<file path="src/core/sbj_params.svh">
// Constants for the brake interlock and jog sequencer
`ifndef SBJ_PARAMS_SVH
`define SBJ_PARAMS_SVH
// Clock and timebase
`define CLK_FREQ_KHZ 50000
`define TICK_PERIOD_MS 10
`define TICK_CYCLES (`TICK_PERIOD_MS * `CLK_FREQ_KHZ)
// Coast time before the dynamic brake acts, in ms and in ticks
`define DB_DELAY_MS 10
`define DB_TICKS (`DB_DELAY_MS / `TICK_PERIOD_MS)
// Parameter numbers used by the parameter unit write port
`define PRM_SYS_CHECK 8'h00
`define PRM_JOG_SPEED 8'h10
`define PRM_PRE_OFF 8'h12
`define PRM_SPEED_THR 8'h15
`define PRM_POST_OFF 8'h16
// Reset values
`define RST_SYS_CHECK 8'h00
`define RST_JOG_SPEED 16'h01F4
`define RST_PRE_OFF 16'h0000
`define RST_SPEED_THR 16'h0064
`define RST_POST_OFF 16'h0032
// Legal ranges
`define MIN_PRE_OFF 16'h0000
`define MAX_PRE_OFF 16'h0032
`define MIN_POST_OFF 16'h000A
`define MAX_POST_OFF 16'h0064
`define MIN_SPEED 16'h0000
`define MAX_SPEED 16'h1194
// Selection value that permits jog
`define SYS_CHECK_JOG 8'h00
`endif

</file>
<file path="src/core/sbj_pkg.sv">
// Types shared by the brake interlock and jog sequencer
package sbj_pkg;
    // Servo power and brake sequence states
    typedef enum logic [2:0] {
        ST_INIT,
        ST_OFF,
        ST_ON,
        ST_PRE_OFF,
        ST_POST_OFF
    } seq_state_e;
    // Tick counter and short timer types
    typedef logic [19:0] tick_cnt_t;
    typedef logic [7:0] tmr_t;
endpackage : sbj_pkg

</file>
<file path="src/core/jog_if.sv">
// Signals between the sequencer and its jog key handler
`timescale 1ns/1ps
interface jog_if;
    logic key_mode; // Clean mode/set key level
    logic key_data; // Clean data key level
    logic key_up; // Clean up key level
    logic key_down; // Clean down key level
    logic [7:0] sys_check_select; // System check selection
    logic jog_on; // Jog operation enabled
    logic jog_servo; // Servo requested by jog
    logic jog_fwd; // Forward jog requested
    logic jog_rev; // Reverse jog requested
    modport seq (output key_mode, key_data, key_up, key_down,
                 output sys_check_select,
                 input jog_on, jog_servo, jog_fwd, jog_rev);
    modport jog (input key_mode, key_data, key_up, key_down,
                 input sys_check_select,
                 output jog_on, jog_servo, jog_fwd, jog_rev);
endinterface : jog_if

</file>
<file path="src/core/jog_keys.sv">
// Jog key handler: enable toggle, servo toggle and direction
`timescale 1ns/1ps
`include "sbj_params.svh"
module jog_keys (
    // Clock and reset
    input wire logic i_mclk,
    input wire logic i_rst_b,
    // Link to the sequencer
    jog_if.jog jif
);
    logic mode_q; // Previous mode key level
    logic data_q; // Previous data key level
    logic jog_on_q; // Jog operation enabled
    logic servo_q; // Servo requested by jog
    logic jog_ok; // Selection permits jog

    assign jog_ok = (jif.sys_check_select == `SYS_CHECK_JOG);

    // Key history for press detection
    always_ff @(posedge i_mclk or negedge i_rst_b) begin
        if (!i_rst_b) begin
            mode_q <= 1'b0;
            data_q <= 1'b0;
        end else begin
            mode_q <= jif.key_mode;
            data_q <= jif.key_data;
        end
    end

    // Jog enable; leaving the jog selection forces it off
    always_ff @(posedge i_mclk or negedge i_rst_b) begin
        if (!i_rst_b) begin
            jog_on_q <= 1'b0;
        end else if (!jog_ok) begin
            jog_on_q <= 1'b0;
        end else if (jif.key_mode && !mode_q) begin
            jog_on_q <= !jog_on_q;
        end
    end

    // Servo toggle, only meaningful while jog is on
    always_ff @(posedge i_mclk or negedge i_rst_b) begin
        if (!i_rst_b) begin
            servo_q <= 1'b0;
        end else if (!jog_on_q) begin
            servo_q <= 1'b0;
        end else if (jif.key_data && !data_q) begin
            servo_q <= !servo_q;
        end
    end

    assign jif.jog_on = jog_on_q;
    assign jif.jog_servo = servo_q;
    // Both keys held cancel each other out
    assign jif.jog_fwd = servo_q && jif.key_up && !jif.key_down;
    assign jif.jog_rev = servo_q && jif.key_down && !jif.key_up;
endmodule : jog_keys

</file>
<file path="src/core/servo_brake_interlock_jog.sv">
// Servo on/off sequencer with brake interlock and jog operation
//
// Functional notes
// - Drop brake, wait pre delay, then cut power
// - Post-off wait bounds brake hold after power-off
// - Drop brake on low speed or wait expiry
// - Dynamic brake on the second tick after power removal
// - Run command on enters servo-on, powers motor
// - After initialization enter status display mode
// - Jog allowed only with selection value 00
// - Mode key toggles jog; commands need jog
// - Data key toggles servo during jog
// - Up runs forward, down runs reverse
// - Jog runs at programmable jog speed
`timescale 1ns/1ps
`include "sbj_params.svh"
module servo_brake_interlock_jog #(
    parameter int TICK_CYCLES = `TICK_CYCLES // Cycles per 10 ms tick
) (
    // Clock and reset
    input wire logic i_mclk,
    input wire logic i_rst_b,
    // Host and drive status inputs
    input wire logic i_run, // Run command pin
    input wire logic i_error, // Drive error, same clock
    input wire logic [15:0] i_motor_speed, // Speed magnitude, r/min
    // Parameter unit keys (pins)
    input wire logic i_key_mode,
    input wire logic i_key_data,
    input wire logic i_key_up,
    input wire logic i_key_down,
    // Parameter unit write port
    input wire logic i_prm_wr,
    input wire logic [7:0] i_prm_num,
    input wire logic [15:0] i_prm_data,
    // Power stage and brake
    output logic o_motor_power,
    output logic o_brake_release_output,
    output logic o_dyn_brake,
    // Status and jog motion command
    output logic o_status_display,
    output logic o_jog_active,
    output logic o_jog_fwd,
    output logic o_jog_rev,
    output logic [15:0] o_speed_cmd
);
    logic rst1_q; // Reset release stage one
    logic rst_n; // Synchronised reset
    logic [4:0] s1_q; // Pin sync stage one
    logic [4:0] s2_q; // Pin sync stage two
    logic [4:0] s3_q; // Pin sync stage three
    logic [4:0] pin_q; // Clean pin levels
    logic [7:0] sys_check_q; // System check selection
    logic [15:0] jog_speed_q; // Jog speed setting
    logic [15:0] pre_off_q; // Pre-servo-off delay, ticks
    logic [15:0] thr_q; // Brake speed threshold
    logic [15:0] post_off_q; // Post-servo-off wait, ticks
    sbj_pkg::tick_cnt_t div_q; // Tick divider
    logic tick; // One cycle each 10 ms
    sbj_pkg::tmr_t pre_tmr_q; // Ticks spent in pre-off
    sbj_pkg::tmr_t off_tmr_q; // Ticks since power removal
    sbj_pkg::seq_state_e state_q; // Sequence state
    logic servo_req; // Servo wanted by run pin or jog
    logic slow; // Motor under brake threshold
    jog_if jif ();

    // Saturating timer increment, avoids wrap on long idles
    function automatic sbj_pkg::tmr_t sat_inc(input sbj_pkg::tmr_t v);
        sat_inc = (v == 8'hFF) ? v : v + 8'h01;
    endfunction : sat_inc

    // Clamp a written value into its legal range
    function automatic logic [15:0] clamp(input logic [15:0] v,
                                          input logic [15:0] lo,
                                          input logic [15:0] hi);
        clamp = (v < lo) ? lo : ((v > hi) ? hi : v);
    endfunction : clamp

    // Reset release through two flops; assertion stays asynchronous
    always_ff @(posedge i_mclk or negedge i_rst_b) begin
        if (!i_rst_b) begin
            rst1_q <= 1'b0;
            rst_n <= 1'b0;
        end else begin
            rst1_q <= 1'b1;
            rst_n <= rst1_q;
        end
    end

    // Three-flop pin synchroniser; level accepted when stages two and three agree
    always_ff @(posedge i_mclk or negedge rst_n) begin
        if (!rst_n) begin
            s1_q <= 5'h00;
            s2_q <= 5'h00;
            s3_q <= 5'h00;
            pin_q <= 5'h00;
        end else begin
            s1_q <= {i_run, i_key_mode, i_key_data, i_key_up, i_key_down};
            s2_q <= s1_q;
            s3_q <= s2_q;
            pin_q <= (s3_q & ~(s2_q ^ s3_q)) | (pin_q & (s2_q ^ s3_q));
        end
    end

    assign jif.key_mode = pin_q[3];
    assign jif.key_data = pin_q[2];
    assign jif.key_up = pin_q[1];
    assign jif.key_down = pin_q[0];
    assign jif.sys_check_select = sys_check_q;

    jog_keys u_jog (
        .i_mclk(i_mclk),
        .i_rst_b(rst_n),
        .jif(jif)
    );

    // Parameter store; out-of-range writes are clamped, not refused
    always_ff @(posedge i_mclk or negedge rst_n) begin
        if (!rst_n) begin
            sys_check_q <= `RST_SYS_CHECK;
            jog_speed_q <= `RST_JOG_SPEED;
            pre_off_q <= `RST_PRE_OFF;
            thr_q <= `RST_SPEED_THR;
            post_off_q <= `RST_POST_OFF;
        end else if (i_prm_wr) begin
            unique case (i_prm_num)
                `PRM_SYS_CHECK: sys_check_q <= i_prm_data[7:0];
                `PRM_JOG_SPEED: jog_speed_q <=
                    clamp(i_prm_data, `MIN_SPEED, `MAX_SPEED);
                `PRM_PRE_OFF: pre_off_q <=
                    clamp(i_prm_data, `MIN_PRE_OFF, `MAX_PRE_OFF);
                `PRM_SPEED_THR: thr_q <=
                    clamp(i_prm_data, `MIN_SPEED, `MAX_SPEED);
                `PRM_POST_OFF: post_off_q <=
                    clamp(i_prm_data, `MIN_POST_OFF, `MAX_POST_OFF);
                default: ;
            endcase
        end
    end

    // Free-running 10 ms timebase
    always_ff @(posedge i_mclk or negedge rst_n) begin
        if (!rst_n) begin
            div_q <= '0;
        end else if (tick) begin
            div_q <= '0;
        end else begin
            div_q <= div_q + 20'h00001;
        end
    end
    assign tick = (div_q == 20'(TICK_CYCLES - 1));

    assign servo_req = pin_q[4] || (jif.jog_on && jif.jog_servo);
    assign slow = (i_motor_speed < thr_q);

    // Pre-off timer runs only in its state; first tick may be partial
    always_ff @(posedge i_mclk or negedge rst_n) begin
        if (!rst_n) begin
            pre_tmr_q <= 8'h00;
        end else if (state_q != sbj_pkg::ST_PRE_OFF) begin
            pre_tmr_q <= 8'h00;
        end else if (tick) begin
            pre_tmr_q <= sat_inc(pre_tmr_q);
        end
    end

    // Time since power removal drives dynamic brake and post wait
    always_ff @(posedge i_mclk or negedge rst_n) begin
        if (!rst_n) begin
            off_tmr_q <= 8'h00;
            o_dyn_brake <= 1'b0;
        end else begin
            if (o_motor_power) begin
                off_tmr_q <= 8'h00;
            end else if (tick) begin
                off_tmr_q <= sat_inc(off_tmr_q);
            end
            // Motor coasts a whole tick at least; first tick may be partial
            o_dyn_brake <= !o_motor_power &&
                (off_tmr_q > 8'(`DB_TICKS));
        end
    end

    // Main sequence: power, brake and status display
    always_ff @(posedge i_mclk or negedge rst_n) begin
        if (!rst_n) begin
            state_q <= sbj_pkg::ST_INIT;
            o_motor_power <= 1'b0;
            o_brake_release_output <= 1'b0;
            o_status_display <= 1'b0;
        end else begin
            unique case (state_q)
                sbj_pkg::ST_INIT: begin
                    state_q <= sbj_pkg::ST_OFF;
                    o_status_display <= 1'b1;
                end
                sbj_pkg::ST_OFF: begin
                    if (servo_req && !i_error) begin
                        state_q <= sbj_pkg::ST_ON;
                        o_motor_power <= 1'b1;
                        o_brake_release_output <= 1'b1;
                    end
                end
                sbj_pkg::ST_ON: begin
                    // Running motor: cut power first, brake later
                    if (i_error || (!servo_req && !slow)) begin
                        state_q <= sbj_pkg::ST_POST_OFF;
                        o_motor_power <= 1'b0;
                    end else if (!servo_req) begin
                        state_q <= sbj_pkg::ST_PRE_OFF;
                        o_brake_release_output <= 1'b0;
                    end
                end
                sbj_pkg::ST_PRE_OFF: begin
                    // Error cuts power at once; brake is already dropped
                    if (i_error || (16'(pre_tmr_q) >= pre_off_q)) begin
                        state_q <= sbj_pkg::ST_OFF;
                        o_motor_power <= 1'b0;
                    end
                end
                sbj_pkg::ST_POST_OFF: begin
                    if (slow || (16'(off_tmr_q) >= post_off_q)) begin
                        state_q <= sbj_pkg::ST_OFF;
                        o_brake_release_output <= 1'b0;
                    end
                end
            endcase
        end
    end

    // Jog motion command; only passes while jog runs the servo
    always_ff @(posedge i_mclk or negedge rst_n) begin
        if (!rst_n) begin
            o_jog_active <= 1'b0;
            o_jog_fwd <= 1'b0;
            o_jog_rev <= 1'b0;
            o_speed_cmd <= 16'h0000;
        end else begin
            o_jog_active <= jif.jog_on;
            o_jog_fwd <= (state_q == sbj_pkg::ST_ON) && jif.jog_fwd;
            o_jog_rev <= (state_q == sbj_pkg::ST_ON) && jif.jog_rev;
            o_speed_cmd <= ((state_q == sbj_pkg::ST_ON) &&
                (jif.jog_fwd || jif.jog_rev)) ? jog_speed_q : 16'h0000;
        end
    end
endmodule : servo_brake_interlock_jog

</file>
<file path="config.mk">
export PLATFORM = sky130hd
export DESIGN_NAME = servo_brake_interlock_jog
export DESIGN_NICKNAME = d
export VERILOG_FILES = /design/src/core/sbj_pkg.sv /design/src/core/jog_if.sv /design/src/core/jog_keys.sv /design/src/core/servo_brake_interlock_jog.sv
export VERILOG_INCLUDE_DIRS = /design/src /design/src/core
export SDC_FILE = /design/constraint.sdc
export NUM_CORES = 1
export LEC_CHECK = 0
export ABC_AREA = 1
export BUFFER_PORTS_ARGS = -buffer_cell sky130_fd_sc_hd__clkbuf_2
export CAP_MARGIN = 20
export CORE_MARGIN = 10
export CORE_UTILIZATION = 50
export DETAILED_ROUTE_END_ITERATION = 10
export PLACE_DENSITY_LB_ADDON = 0.3
export SLEW_MARGIN = 40
export SYNTH_ARGS = -nofsm -noshare
export SYNTH_HDL_FRONTEND = slang
export SYNTH_HIERARCHICAL = 1
export SYNTH_SLANG_ARGS = --single-unit
</file>
<file path="constraint.sdc">
create_clock -name i_mclk -period 6.2 [get_ports i_mclk]
set_input_delay 1.24 -clock i_mclk [delete_from_list [all_inputs] [get_ports i_mclk]]
set_output_delay 1.24 -clock i_mclk [all_outputs]
set_load 0.01 [all_outputs]
</file>
Word level (Yosys, flattened, before mapping)
Cells that the tools add are included.
{"block": "word_totals", "latchBits": 0, "in_bits": 49, "output_inout_bits": 23, "romBits": 0, "regBits": 160, "ram_bits": 0, "memories": 0, "wordCells": 144}
{"block": "classes", "addsub": 3, "shift": 0, "n_div": 0, "magnitude_cmp": 9, "bitwise_logic": 5, "n_mul": 0, "n_reduce_logical": 45, "eq_ne": 23, "n_mux": 32}
{"cell": "2-to-1 mux 16 bit", "count": 7}
{"cell": "2-to-1 mux 8 bit", "count": 6}
{"cell": "== test 8 x 5 -> 1 bit, second input constant", "count": 4}
{"cell": "greater-or-equal comparator 8 x 16 -> 1 bit", "count": 2}
{"cell": "adder 20 x 1 -> 20 bit, second input constant", "count": 1}
{"cell": "== test 20 x 19 -> 1 bit, second input constant", "count": 1}
{"cell": "2-to-1 mux 20 bit", "count": 1}
{"cell": "!= test 2 bit, second input constant", "count": 10}
{"cell": "adder 8 x 1 -> 8 bit, second input constant", "count": 2}
{"cell": "== test 8 bit, second input constant", "count": 2}
{"cell": "> comparator 16 x 13 -> 1 bit, second input constant", "count": 1}
{"cell": "> comparator 16 x 6 -> 1 bit, second input constant", "count": 1}
{"cell": "> comparator 16 x 7 -> 1 bit, second input constant", "count": 1}
{"cell": "logical NOT 8 bit", "count": 2}
{"cell": "less-than comparator 16 x 1 -> 1 bit, second input constant", "count": 1}
{"cell": "less-than comparator 16 bit", "count": 1}
{"cell": "less-than comparator 16 x 4 -> 1 bit, second input constant", "count": 1}
{"cell": "2-to-1 mux 3 bit", "count": 5}
{"cell": "one-hot mux 3 bit (5 select lines)", "count": 1}
{"cell": "AND reduction 2 bit", "count": 7}
{"cell": "logical AND 1 bit", "count": 13}
{"cell": "bitwise AND 5 bit", "count": 2}
{"cell": "logical NOT 1 bit", "count": 10}
{"cell": "2-to-1 mux 1 bit", "count": 10}
{"cell": "other kinds (16)", "count": 25}

Logic depth before layout (Yosys ltp)
Gate-level depths: netlist of the first run.
{"block": "depth", "depth_word": 7, "depth_mapped": 17, "ltp_nobuf": 17}

Cells and area by module
Netlist of the first run, hierarchy kept.
{"module": "servo_brake_interlock_jog", "seq_area_each_um2": 3918.8, "n_inst": 1, "cells_per_inst": 860, "area_each_um2": 7503.4}
{"module": "jog_keys", "seq_area_each_um2": 100.1, "n_inst": 1, "cells_per_inst": 27, "area_each_um2": 192.7}

Least setup slack after synthesis of the first run
OpenSTA, ideal clock, no wires.
{"block": "synth_path", "path_type": "in2reg", "startpoint": "input port i_motor_speed[5]", "endpoint": "register state_q[1]", "t_arrival_ps": 2312, "setup_time_ps": 65, "path_slack_ps": 3823, "t_required_ps": 6135, "path_stages": 12, "path_buffers": 0, "path_cell_list": "ha_1 a21oi_1 nor2_1 nor3_1 nand2_1 nand2_1 nand2_1 nand2_1 nand2_1 nor2_1 nand2_1 nand2_1"}
{"block": "synth_via", "elab_chain_cells": 6, "word_cells_on_any_way": 10, "cone_classes": "order compare (1); eq/ne (2); mux (2); reduce/logical (5)"}
{"element": "start: declaration", "line": "servo_brake_interlock_jog.sv:26", "text": "input wire logic [15:0] i_motor_speed,"}
{"element": "less-than comparator 16 bit *", "line": "servo_brake_interlock_jog.sv:154", "text": "assign slow = (i_motor_speed < thr_q);"}
{"element": "logical NOT 1 bit", "line": "servo_brake_interlock_jog.sv:206", "text": "if (i_error || (!servo_req && !slow)) begin"}
{"element": "logical AND 1 bit", "line": "servo_brake_interlock_jog.sv:206"}
{"element": "logical OR 1 bit", "line": "servo_brake_interlock_jog.sv:206"}
{"element": "2-to-1 mux 3 bit / != test 3 bit (equally long branches)"}
{"element": "one-hot mux 3 bit (5 select lines) / AND reduction 4 bit (equally long branches)"}
{"element": "end signal: assignment", "line": "servo_brake_interlock_jog.sv:194", "text": "state_q <= sbj_pkg::ST_OFF;"}
{"element": "end signal: assignment", "line": "servo_brake_interlock_jog.sv:207", "text": "state_q <= sbj_pkg::ST_POST_OFF;"}
{"element": "end signal: assignment", "line": "servo_brake_interlock_jog.sv:210", "text": "state_q <= sbj_pkg::ST_PRE_OFF;"}
{"element": "end: declaration", "line": "servo_brake_interlock_jog.sv:62", "text": "sbj_pkg::seq_state_e state_q;"}
Mark *: on every way between the ends. The rest lies on a longest branch, timed or not.
A chain may end at the register's enable or synchronous reset.

Worst setup path in the final report of the first run
{"block": "layout_path", "startpoint": "input port i_prm_data[6]", "endpoint": "register thr_q[4]"}
{"block": "layout_via", "elab_chain_cells": 3, "word_cells_on_any_way": 4, "cone_classes": "order compare (2); mux (2)"}
{"element": "start: declaration", "line": "servo_brake_interlock_jog.sv:35", "text": "input wire logic [15:0] i_prm_data,"}
{"element": "> comparator 16 x 13 -> 1 bit", "line": "servo_brake_interlock_jog.sv:76", "text": "clamp = (v < lo) ? lo : ((v > hi) ? hi : v);"}
{"element": "2-to-1 mux 16 bit", "line": "servo_brake_interlock_jog.sv:76"}
{"element": "2-to-1 mux 16 bit *", "line": "servo_brake_interlock_jog.sv:76"}
{"element": "end signal: assignment", "line": "servo_brake_interlock_jog.sv:123", "text": "thr_q <= `RST_SPEED_THR;"}
{"element": "end signal: assignment", "line": "servo_brake_interlock_jog.sv:132", "text": "`PRM_SPEED_THR: thr_q <="}
{"element": "end: declaration", "line": "servo_brake_interlock_jog.sv:56", "text": "logic [15:0] thr_q;"}
Marks and branches as above.

==> impl_metrics.py, run 1 <==
metrics = {
    "worst_setup_path": {
        "critPathSlowestCell": "nand2_1",
        "worst_path_most_repeated_cell": "nand2_1",
        "crit_fanout": 20,
        "cp_cell_sequence": "clkbuf_2, nor4_1, nand4_1, nand2_1, nand2_1, nand2_1, o21ai_0",
        "path_buf_inv": 1,
        "cp-end-kind": "flop",
        "start_kind": "primary input",
        "critPathRequiredTime_ns": 6.51,
        "cp.arrival_ns": 2.81,
        "crit_family": "simple AND/OR/NAND/NOR gates",
        "crit_type": "in -> reg",
        "critPathMaxStageDelay_ns": 0.51,
    },
    "clock_network": {
        "clock_sinks": 160,
        "clk_path_buf_depth": 2,
        "root_buffer": "clkbuf_16",
        "cts_tree": "done",
        "htreeDepth": 4,
        "numCtsBuffers": 17,
        "cts_resized": 0,
        "ctsHoldBuffers": 0,
        "clk-insertion-delay-late_ns": 0.44,
        "clk_pin_slew_worst_paths_ns": 0.07,
        "postCtsSetupRepairBufs": 0,
    },
    "hold_path": {
        "holdCritPathClass": "reg -> async",
    },
    "sta": {
        "slew_violations": 0,
        "finalCriticalPeriod_ns": 2.50,
        "finalCritPeriodShare_pct": 40.3,
        "setup-tns-final_ns": 0,
        "max_freq_mhz": 400,
        "fin_skew_ns": 0.00804,
        "max_slew_margin_pct": 51.6,
        "setup_slack_ns": 3.70,
        "hold_viol_final": 0,
        "rsz0062_at_grt": "no",
        "worst_slew_pin_slew_ns": 0.725,
        "setup_violations": 0,
    },
    "synthesis": {
        "synthMostInstantiatedCell": "nand2_1",
        "synth_area_leaders": "dfrtp_1 48%, nand2_1 8.1%, inv_1 7.5%",
        "synthFlopType": "dfrtp_1",
        "ys_warn_count": 6,
        "synth_cells": 887,
        "syn_avg_cell_area_sq_um": 8.68,
        "synthesis.nets": 972,
        "synth_top_cell_by_area": "dfrtp_1",
        "synth_common_cells": "167 x nand2_1, 153 x inv_1, 148 x dfrtp_1, 104 x nor2_1",
        "synth_edf_count": 0,
        "ys_ff_latch": 160,
        "synthArstFlopShare_pct": 100,
        "synth_cell_types": 43,
        "netlist_area_sq_um": 7700,
        "netlist.area_leader.share_pct": 48.1,
        "synth_seq_area_share_pct": 52.2,
    },
    "die": {
        "boundaryPins": 72,
        "rows": 45,
        "die_w_um": 144,
        "start_util_pct": 50.8,
        "die-area_sq_um": 20800,
        "die_h_um": 144,
        "core-area_sq_um": 15100,
    },
    "detailed_routing": {
        "viasPerCell": 5.12,
        "avgRoutedWirePerCell_um": 13.9,
        "ant_nets": 0,
        "dr_total_vias": 5965,
        "first_pass_iters": 5,
        "route.detailed.drc": 0,
        "routed_wl_mm": 16.2,
        "first_iter_violations": 344,
    },
    "final_layout": {
        "area_growth_pct": 15.2,
        "multiInputGateArea_sq_um": 3000,
        "antenna_cells": 0,
        "ff_latch_area_sq_um": 4020,
        "n_fill_cell": 1300,
        "drive_gt1_share_pct": 16.4,
        "nNetsFinal": 1049,
    },
    "grt": {
        "gr-total-overflow": 0,
        "grt_max_degree": 66,
        "grt_pass1_vias": 5810,
        "grt_pass1_wl_mm": 27.9,
        "antenna_found_initial": 1,
        "track_usage_pct": 16.9,
    },
    "pwr": {
        "p_clk_share_pct": 41.6,
        "switching_power_mw": 0.791,
        "power.share.switching_pct": 28.7,
        "p_leak_nw": 4.75,
        "combinationalPowerShare_pct": 14.7,
        "irDropWorstVdd_mv": 0.217,
        "p_seq_share_pct": 43.7,
        "intPower_mw": 1.96,
        "p_per_area_nw_per_um2": 311,
    },
    "placed_design": {
        "globalplace.congestion": 0.833,
        "hpwl_mm": 11.7,
        "pre_cts_slack_ns": 3.29,
        "buffer_ports.inserted": 71,
    },
    "run": {
        "cap_violations": 0,
    },
    "status": {
        "status": "complete, no violations",
    },
}
registers in the layout (all words and copies together), names as in the netlist, 16 cells and up, named ones only:
register	cells
pre_off_q	16
jog_speed_q	16
post_off_q	16
o_speed_cmd	16
thr_q	16
div_q	20
through the flow:
step                      util, %  std cells  power (mW)  instance area (sq um)  hold WS [ns]
final                        58.6       1165        2.75                   8870         0.275
after CTS                    58.5       1165        2.78                   8860         0.295
after global placement       54.3       1133        1.61                   8220         0.293
after detailed placement     54.3       1133        1.63                   8220         0.291
after floorplan                 -        887        1.51                   7700         0.331
after global routing         58.6       1165        2.90                   8870         0.318
power by group through the flow:
stage | logic, mW | registers, mW | clock network, mW
after global routing | 0.476 | 1.22 | 1.21
after detailed placement | 0.406 | 1.22 | 0
after global placement | 0.394 | 1.22 | 0
after CTS | 0.411 | 1.20 | 1.17
after floorplan | 0.290 | 1.22 | 0
final | 0.406 | 1.20 | 1.15
final timing paths:
check,startpoint,to,slack [ns],cells after the start
setup / recovery,i_prm_data[6],thr_q[4],3.70,7
hold / removal,rst_n,off_tmr_q[2],0.28,0
setup reg to reg,thr_q[5],state_q[1],4.23,13
hold reg to reg,rst_n,off_tmr_q[2],0.28,0
max in group asynchronous,rst_n,s1_q[4],4.83,1
min in group i_mclk,s1_q[0],s2_q[0],0.35,0
cells by family (layout without fill, tap and decap cells):
group / count (synthesis) / after routing / synth area share, %
AO/OA/AOI/OAI: 110 / 110 / 8.11
XOR/XNOR: 8 / 8 / 0.910
adder cells (fa/ha/maj): 41 / 41 / 6.50
buffers and inverters: 172 / 262 / 8.78
flip-flops: 160 / 160 / 52.2
other: 1 / 1 / 0.0487
AND/OR/NAND/NOR: 395 / 395 / 23.4
layout by cell type, fill, tap and decap left out, types with 6 or more instances in the layout:
master | netlist | routed
nand2_1 | 167 | 167
dfstp_2 | 12 | 12
clkbuf_2 | 0 | 71
o21ai_0 | 53 | 53
clkbuf_16 | 0 | 17
nor2_1 | 104 | 104
ha_1 | 36 | 36
dfrtp_1 | 148 | 147
nand2_2 | 7 | 7
o21ai_2 | 8 | 8
nor4_1 | 9 | 9
nand3_1 | 53 | 53
nor3_1 | 10 | 10
nand4_1 | 17 | 17
inv_1 | 153 | 153
xor2_1 | 6 | 6
a21oi_1 | 27 | 27
layout make-up:
type                       count  share of cell area [%]
tap                          188                    2.65
clock buffer                  17                    4.80
timing repair buffer          73                    4.22
sequential                   160                    45.4
inverter                     157                    6.66
multi-input combinational    555                    33.8
clock inverter                15                    2.47
metal layers:
layer | track usage (%) | vias to the layer above | share of wire [%]
li1 | - | 2969 | -
met1 | 21.6 | 2849 | 46
met2 | 26.5 | 128 | 47
met3 | 5.87 | 17 | 5.7
met4 | 5.37 | 2 | 1.2
met5 | 0 | - | 0.080
worst register-to-register path, cell delays in order (launching register included):
cell and delay [ns]:
dfstp_2 0.52, inv_1 0.05, ha_1 0.29, a21oi_1 0.14, nor2_1 0.05, nor3_1 0.13, nand2_1 0.08, nand2_1 0.13
nand2_1 0.09, nand2_1 0.12, nand2_1 0.09, nor2_1 0.09, nand2_1 0.06, nand2_1 0.05
Power figures use the tool's default switching activity.
==> run 2: changes to the inputs <==
--- a/config.mk
+++ b/config.mk
@@ -6,7 +6,7 @@
 export SDC_FILE = /design/constraint.sdc
 export NUM_CORES = 1
 export LEC_CHECK = 0
-export ABC_AREA = 1
+export ABC_AREA = 0
 export BUFFER_PORTS_ARGS = -buffer_cell sky130_fd_sc_hd__clkbuf_2
 export CAP_MARGIN = 20
 export CORE_MARGIN = 10
==> constraint.sdc (replaced) <==
create_clock -name i_mclk -period 2.5 [get_ports i_mclk]
set_input_delay 0.5 -clock i_mclk [delete_from_list [all_inputs] [get_ports i_mclk]]
set_output_delay 0.5 -clock i_mclk [all_outputs]
set_load 0.01 [all_outputs]
==> impl_metrics.py, run 2 <==
metrics = {
    "detailed_routing": {
        "avgRoutedWirePerCell_um": 16.1,
        "dr_total_vias": 4864,
        "routed_wl_mm": 14.9,
        "viasPerCell": 5.25,
        "first_iter_violations": 315,
        "ant_nets": 0,
        "route.detailed.drc": 0,
        "first_pass_iters": 4,
    },
    "hold_path": {
        "min_path_cells": 1,
        "hold-path-endpoint": "s1_q[0]",
        "holdCritPathClass": "in -> reg",
        "min-delay-start": "i_key_down",
    },
    "synthesis": {
        "synth_cell_types": 52,
        "netlist.area_leader.share_pct": 53.0,
        "synthMostInstantiatedCell": "dfrtp_1",
        "synth_cells": 643,
        "synth_top_cell_by_area": "dfrtp_1",
        "synth_seq_area_share_pct": 57.5,
        "ys_ff_latch": 160,
        "synthesis.nets": 728,
        "synth_common_cells": "148 x dfrtp_1, 70 x nand2_1, 51 x o21ai_0, 44 x and2_1, 40 x nor2_1",
        "synth_area_leaders": "dfrtp_1 53%, ha_1 6.4%, dfstp_2 4.5%",
        "ys_warn_count": 6,
        "syn_avg_cell_area_sq_um": 10.9,
        "synthFlopType": "dfrtp_1",
        "synth_edf_count": 0,
        "synthArstFlopShare_pct": 100,
        "netlist_area_sq_um": 6990,
    },
    "die": {
        "start_util_pct": 50.8,
        "core-area_sq_um": 13800,
        "die_w_um": 138,
        "rows": 43,
        "die-area_sq_um": 19100,
        "boundaryPins": 72,
        "die_h_um": 138,
    },
    "grt": {
        "grt_max_degree": 50,
        "grt_pass1_vias": 5023,
        "antenna_found_initial": 0,
        "gr-total-overflow": 0,
        "track_usage_pct": 16.0,
        "grt_pass1_wl_mm": 25.2,
    },
    "clock_network": {
        "clock_sinks": 160,
        "numCtsBuffers": 17,
        "clk_path_buf_depth": 2,
        "clk_pin_slew_worst_paths_ns": 0.06,
        "cts_tree": "done",
        "clk-insertion-delay-late_ns": 0.43,
        "htreeDepth": 4,
        "root_buffer": "clkbuf_16",
    },
    "worst_setup_path": {
        "crit_fanout": 6,
        "critPathSlowestCell": "dfrtp_1",
        "crit_type": "reg -> reg",
        "critPathRequiredTime_ns": 2.84,
        "r2r_slack_ns": 0.23,
        "r2r_start": "div_q[0]",
        "cp.arrival_ns": 2.61,
        "reg2reg_to": "off_tmr_q[5]",
        "critPathMaxStageDelay_ns": 0.38,
        "cp_cell_sequence": "ha_1, nor4bb_1, nand3_2, nor2_4, o21a_4, nand4_4, or3_1, a21oi_1",
        "start_kind": "flop",
        "cp-end-kind": "flop",
        "rr_worst_depth": 8,
    },
    "sta": {
        "setup_slack_ns": 0.230,
        "finalCriticalPeriod_ns": 2.27,
        "max_freq_mhz": 441,
        "rsz0062_at_grt": "no",
        "max_slew_margin_pct": 56.3,
        "setup_violations": 0,
        "fin_skew_ns": 0.0110,
        "hold_viol_final": 0,
        "finalCritPeriodShare_pct": 90.8,
        "worst_slew_pin_slew_ns": 0.655,
        "slew_violations": 0,
        "setup-tns-final_ns": 0,
    },
    "placed_design": {
        "buffer_ports.inserted": 71,
        "globalplace.congestion": 0.877,
        "hpwl_mm": 11.1,
        "pre_cts_slack_ns": 0.278,
    },
    "status": {
        "status": "complete, no violations",
    },
    "final_layout": {
        "nNetsFinal": 818,
        "final_common_cell": "dfrtp_1",
        "drive_gt1_share_pct": 19.4,
        "largest_reg_flops": 20,
        "area_growth_pct": 18.2,
        "final_cell_mix": "147 x dfrtp_1, 71 x clkbuf_2, 70 x nand2_1",
        "largest-register": "div_q",
    },
    "run": {
        "cap_violations": 0,
    },
    "pwr": {
        "p_leak_nw": 3.94,
        "irDropWorstVdd_mv": 0.592,
        "p_per_area_nw_per_um2": 724,
    },
}
## run 2: cell count changes in the layout (fill, tap and decap cells not counted), moves of 7 or more
cell	before	now
nand4_1	17	10
nand2_2	7	0
nand2_1	167	70
nand3_1	53	14
buf_4	1	12
xor2_1	6	14
o21ai_2	8	0
nor2_1	104	40
and3_1	0	10
xnor2_1	2	13
and2_1	0	44
nand2b_1	0	7
inv_1	153	39
## run 2: worst max-delay path by stage
stage,to,startpoint
after detailed placement,off_tmr_q[7],div_q[0]
after global placement,o_brake_release_output,i_motor_speed[13]
after global routing,off_tmr_q[5],div_q[0]
after CTS,off_tmr_q[7],div_q[0]
final,off_tmr_q[5],div_q[0]
after floorplan,off_tmr_q[5],div_q[10]
## run 2: cell type report
type / instances / area, sq um
diodes: 1 / 2.50
repair buffers: 86 / 495
fillers: 1165 / 5510
clock buffers: 19 / 443
inverters: 39 / 146
flip-flops and latches: 160 / 4020
multi-input cells: 429 / 2780
clock inverters: 13 / 153
well taps: 180 / 225
## run 2: power by group
part	switching (mW)	total (mW)	internal, mW
sequential	0.135	2.85	2.72
clock	1.07	2.58	1.52
combinational	0.325	0.552	0.227
total	1.53	5.99	4.46
## run 2: what timing repair did
item / 4_1_cts / 5_1_grt
setup endpoints to repair: 0 / 3
hold buffers: 1 / 0
buffers inserted: 0 / 0
resized for setup: 0 / 1
endpoints found under the hold margin: 2 / 0
## run 2: cell families after synthesis
| logic type | after synthesis | share of synthesized area (%) |
|---|---|---|
| other | 1 | 0.0536 |
| flip-flops | 160 | 57.5 |
| XOR/XNOR | 27 | 3.38 |
| AO/OA/AOI/OAI | 107 | 9.27 |
| buffers and inverters | 54 | 2.90 |
| AND/OR/NAND/NOR | 243 | 18.2 |
| multiplexers | 10 | 1.54 |
| adder cells (fa/ha/maj) | 41 | 7.16 |
## run 2: worst max-delay path: cells and delay by family, from the launching register on
| family | cells | cell delay [ns] |
|---|---|---|
| DFF | 1 | 0.38 |
| AOI/OAI and AO/OA | 2 | 0.34 |
| adders and majority gates | 1 | 0.25 |
| and+or+nand+nor | 5 | 1.21 |
## run 2: metal layers
layer | up-vias | part of all wire, % | track usage [%]
li1 | 2390 | - | -
met1 | 2379 | 45 | 19.8
met2 | 85 | 50 | 26.4
met3 | 10 | 4.1 | 4.49
met4 | 0 | 0.79 | 5.27
met5 | - | 0 | 0
## run 2: per-stage QoR
stage          power (mW)  instances  instance area (sq um)  hold WS [ns]  util, %
5_1_grt              6.25        926                   8260         0.156     60.0
3_5_place_dp         3.45        893                   7650         0.288     55.6
2_1_floorplan        3.22        643                   7000         0.204        -
4_1_cts              6.06        926                   8260         0.153     60.0
3_3_place_gp         3.43        893                   7650         0.288     55.6
6_report             5.99        927                   8270         0.179     60.0
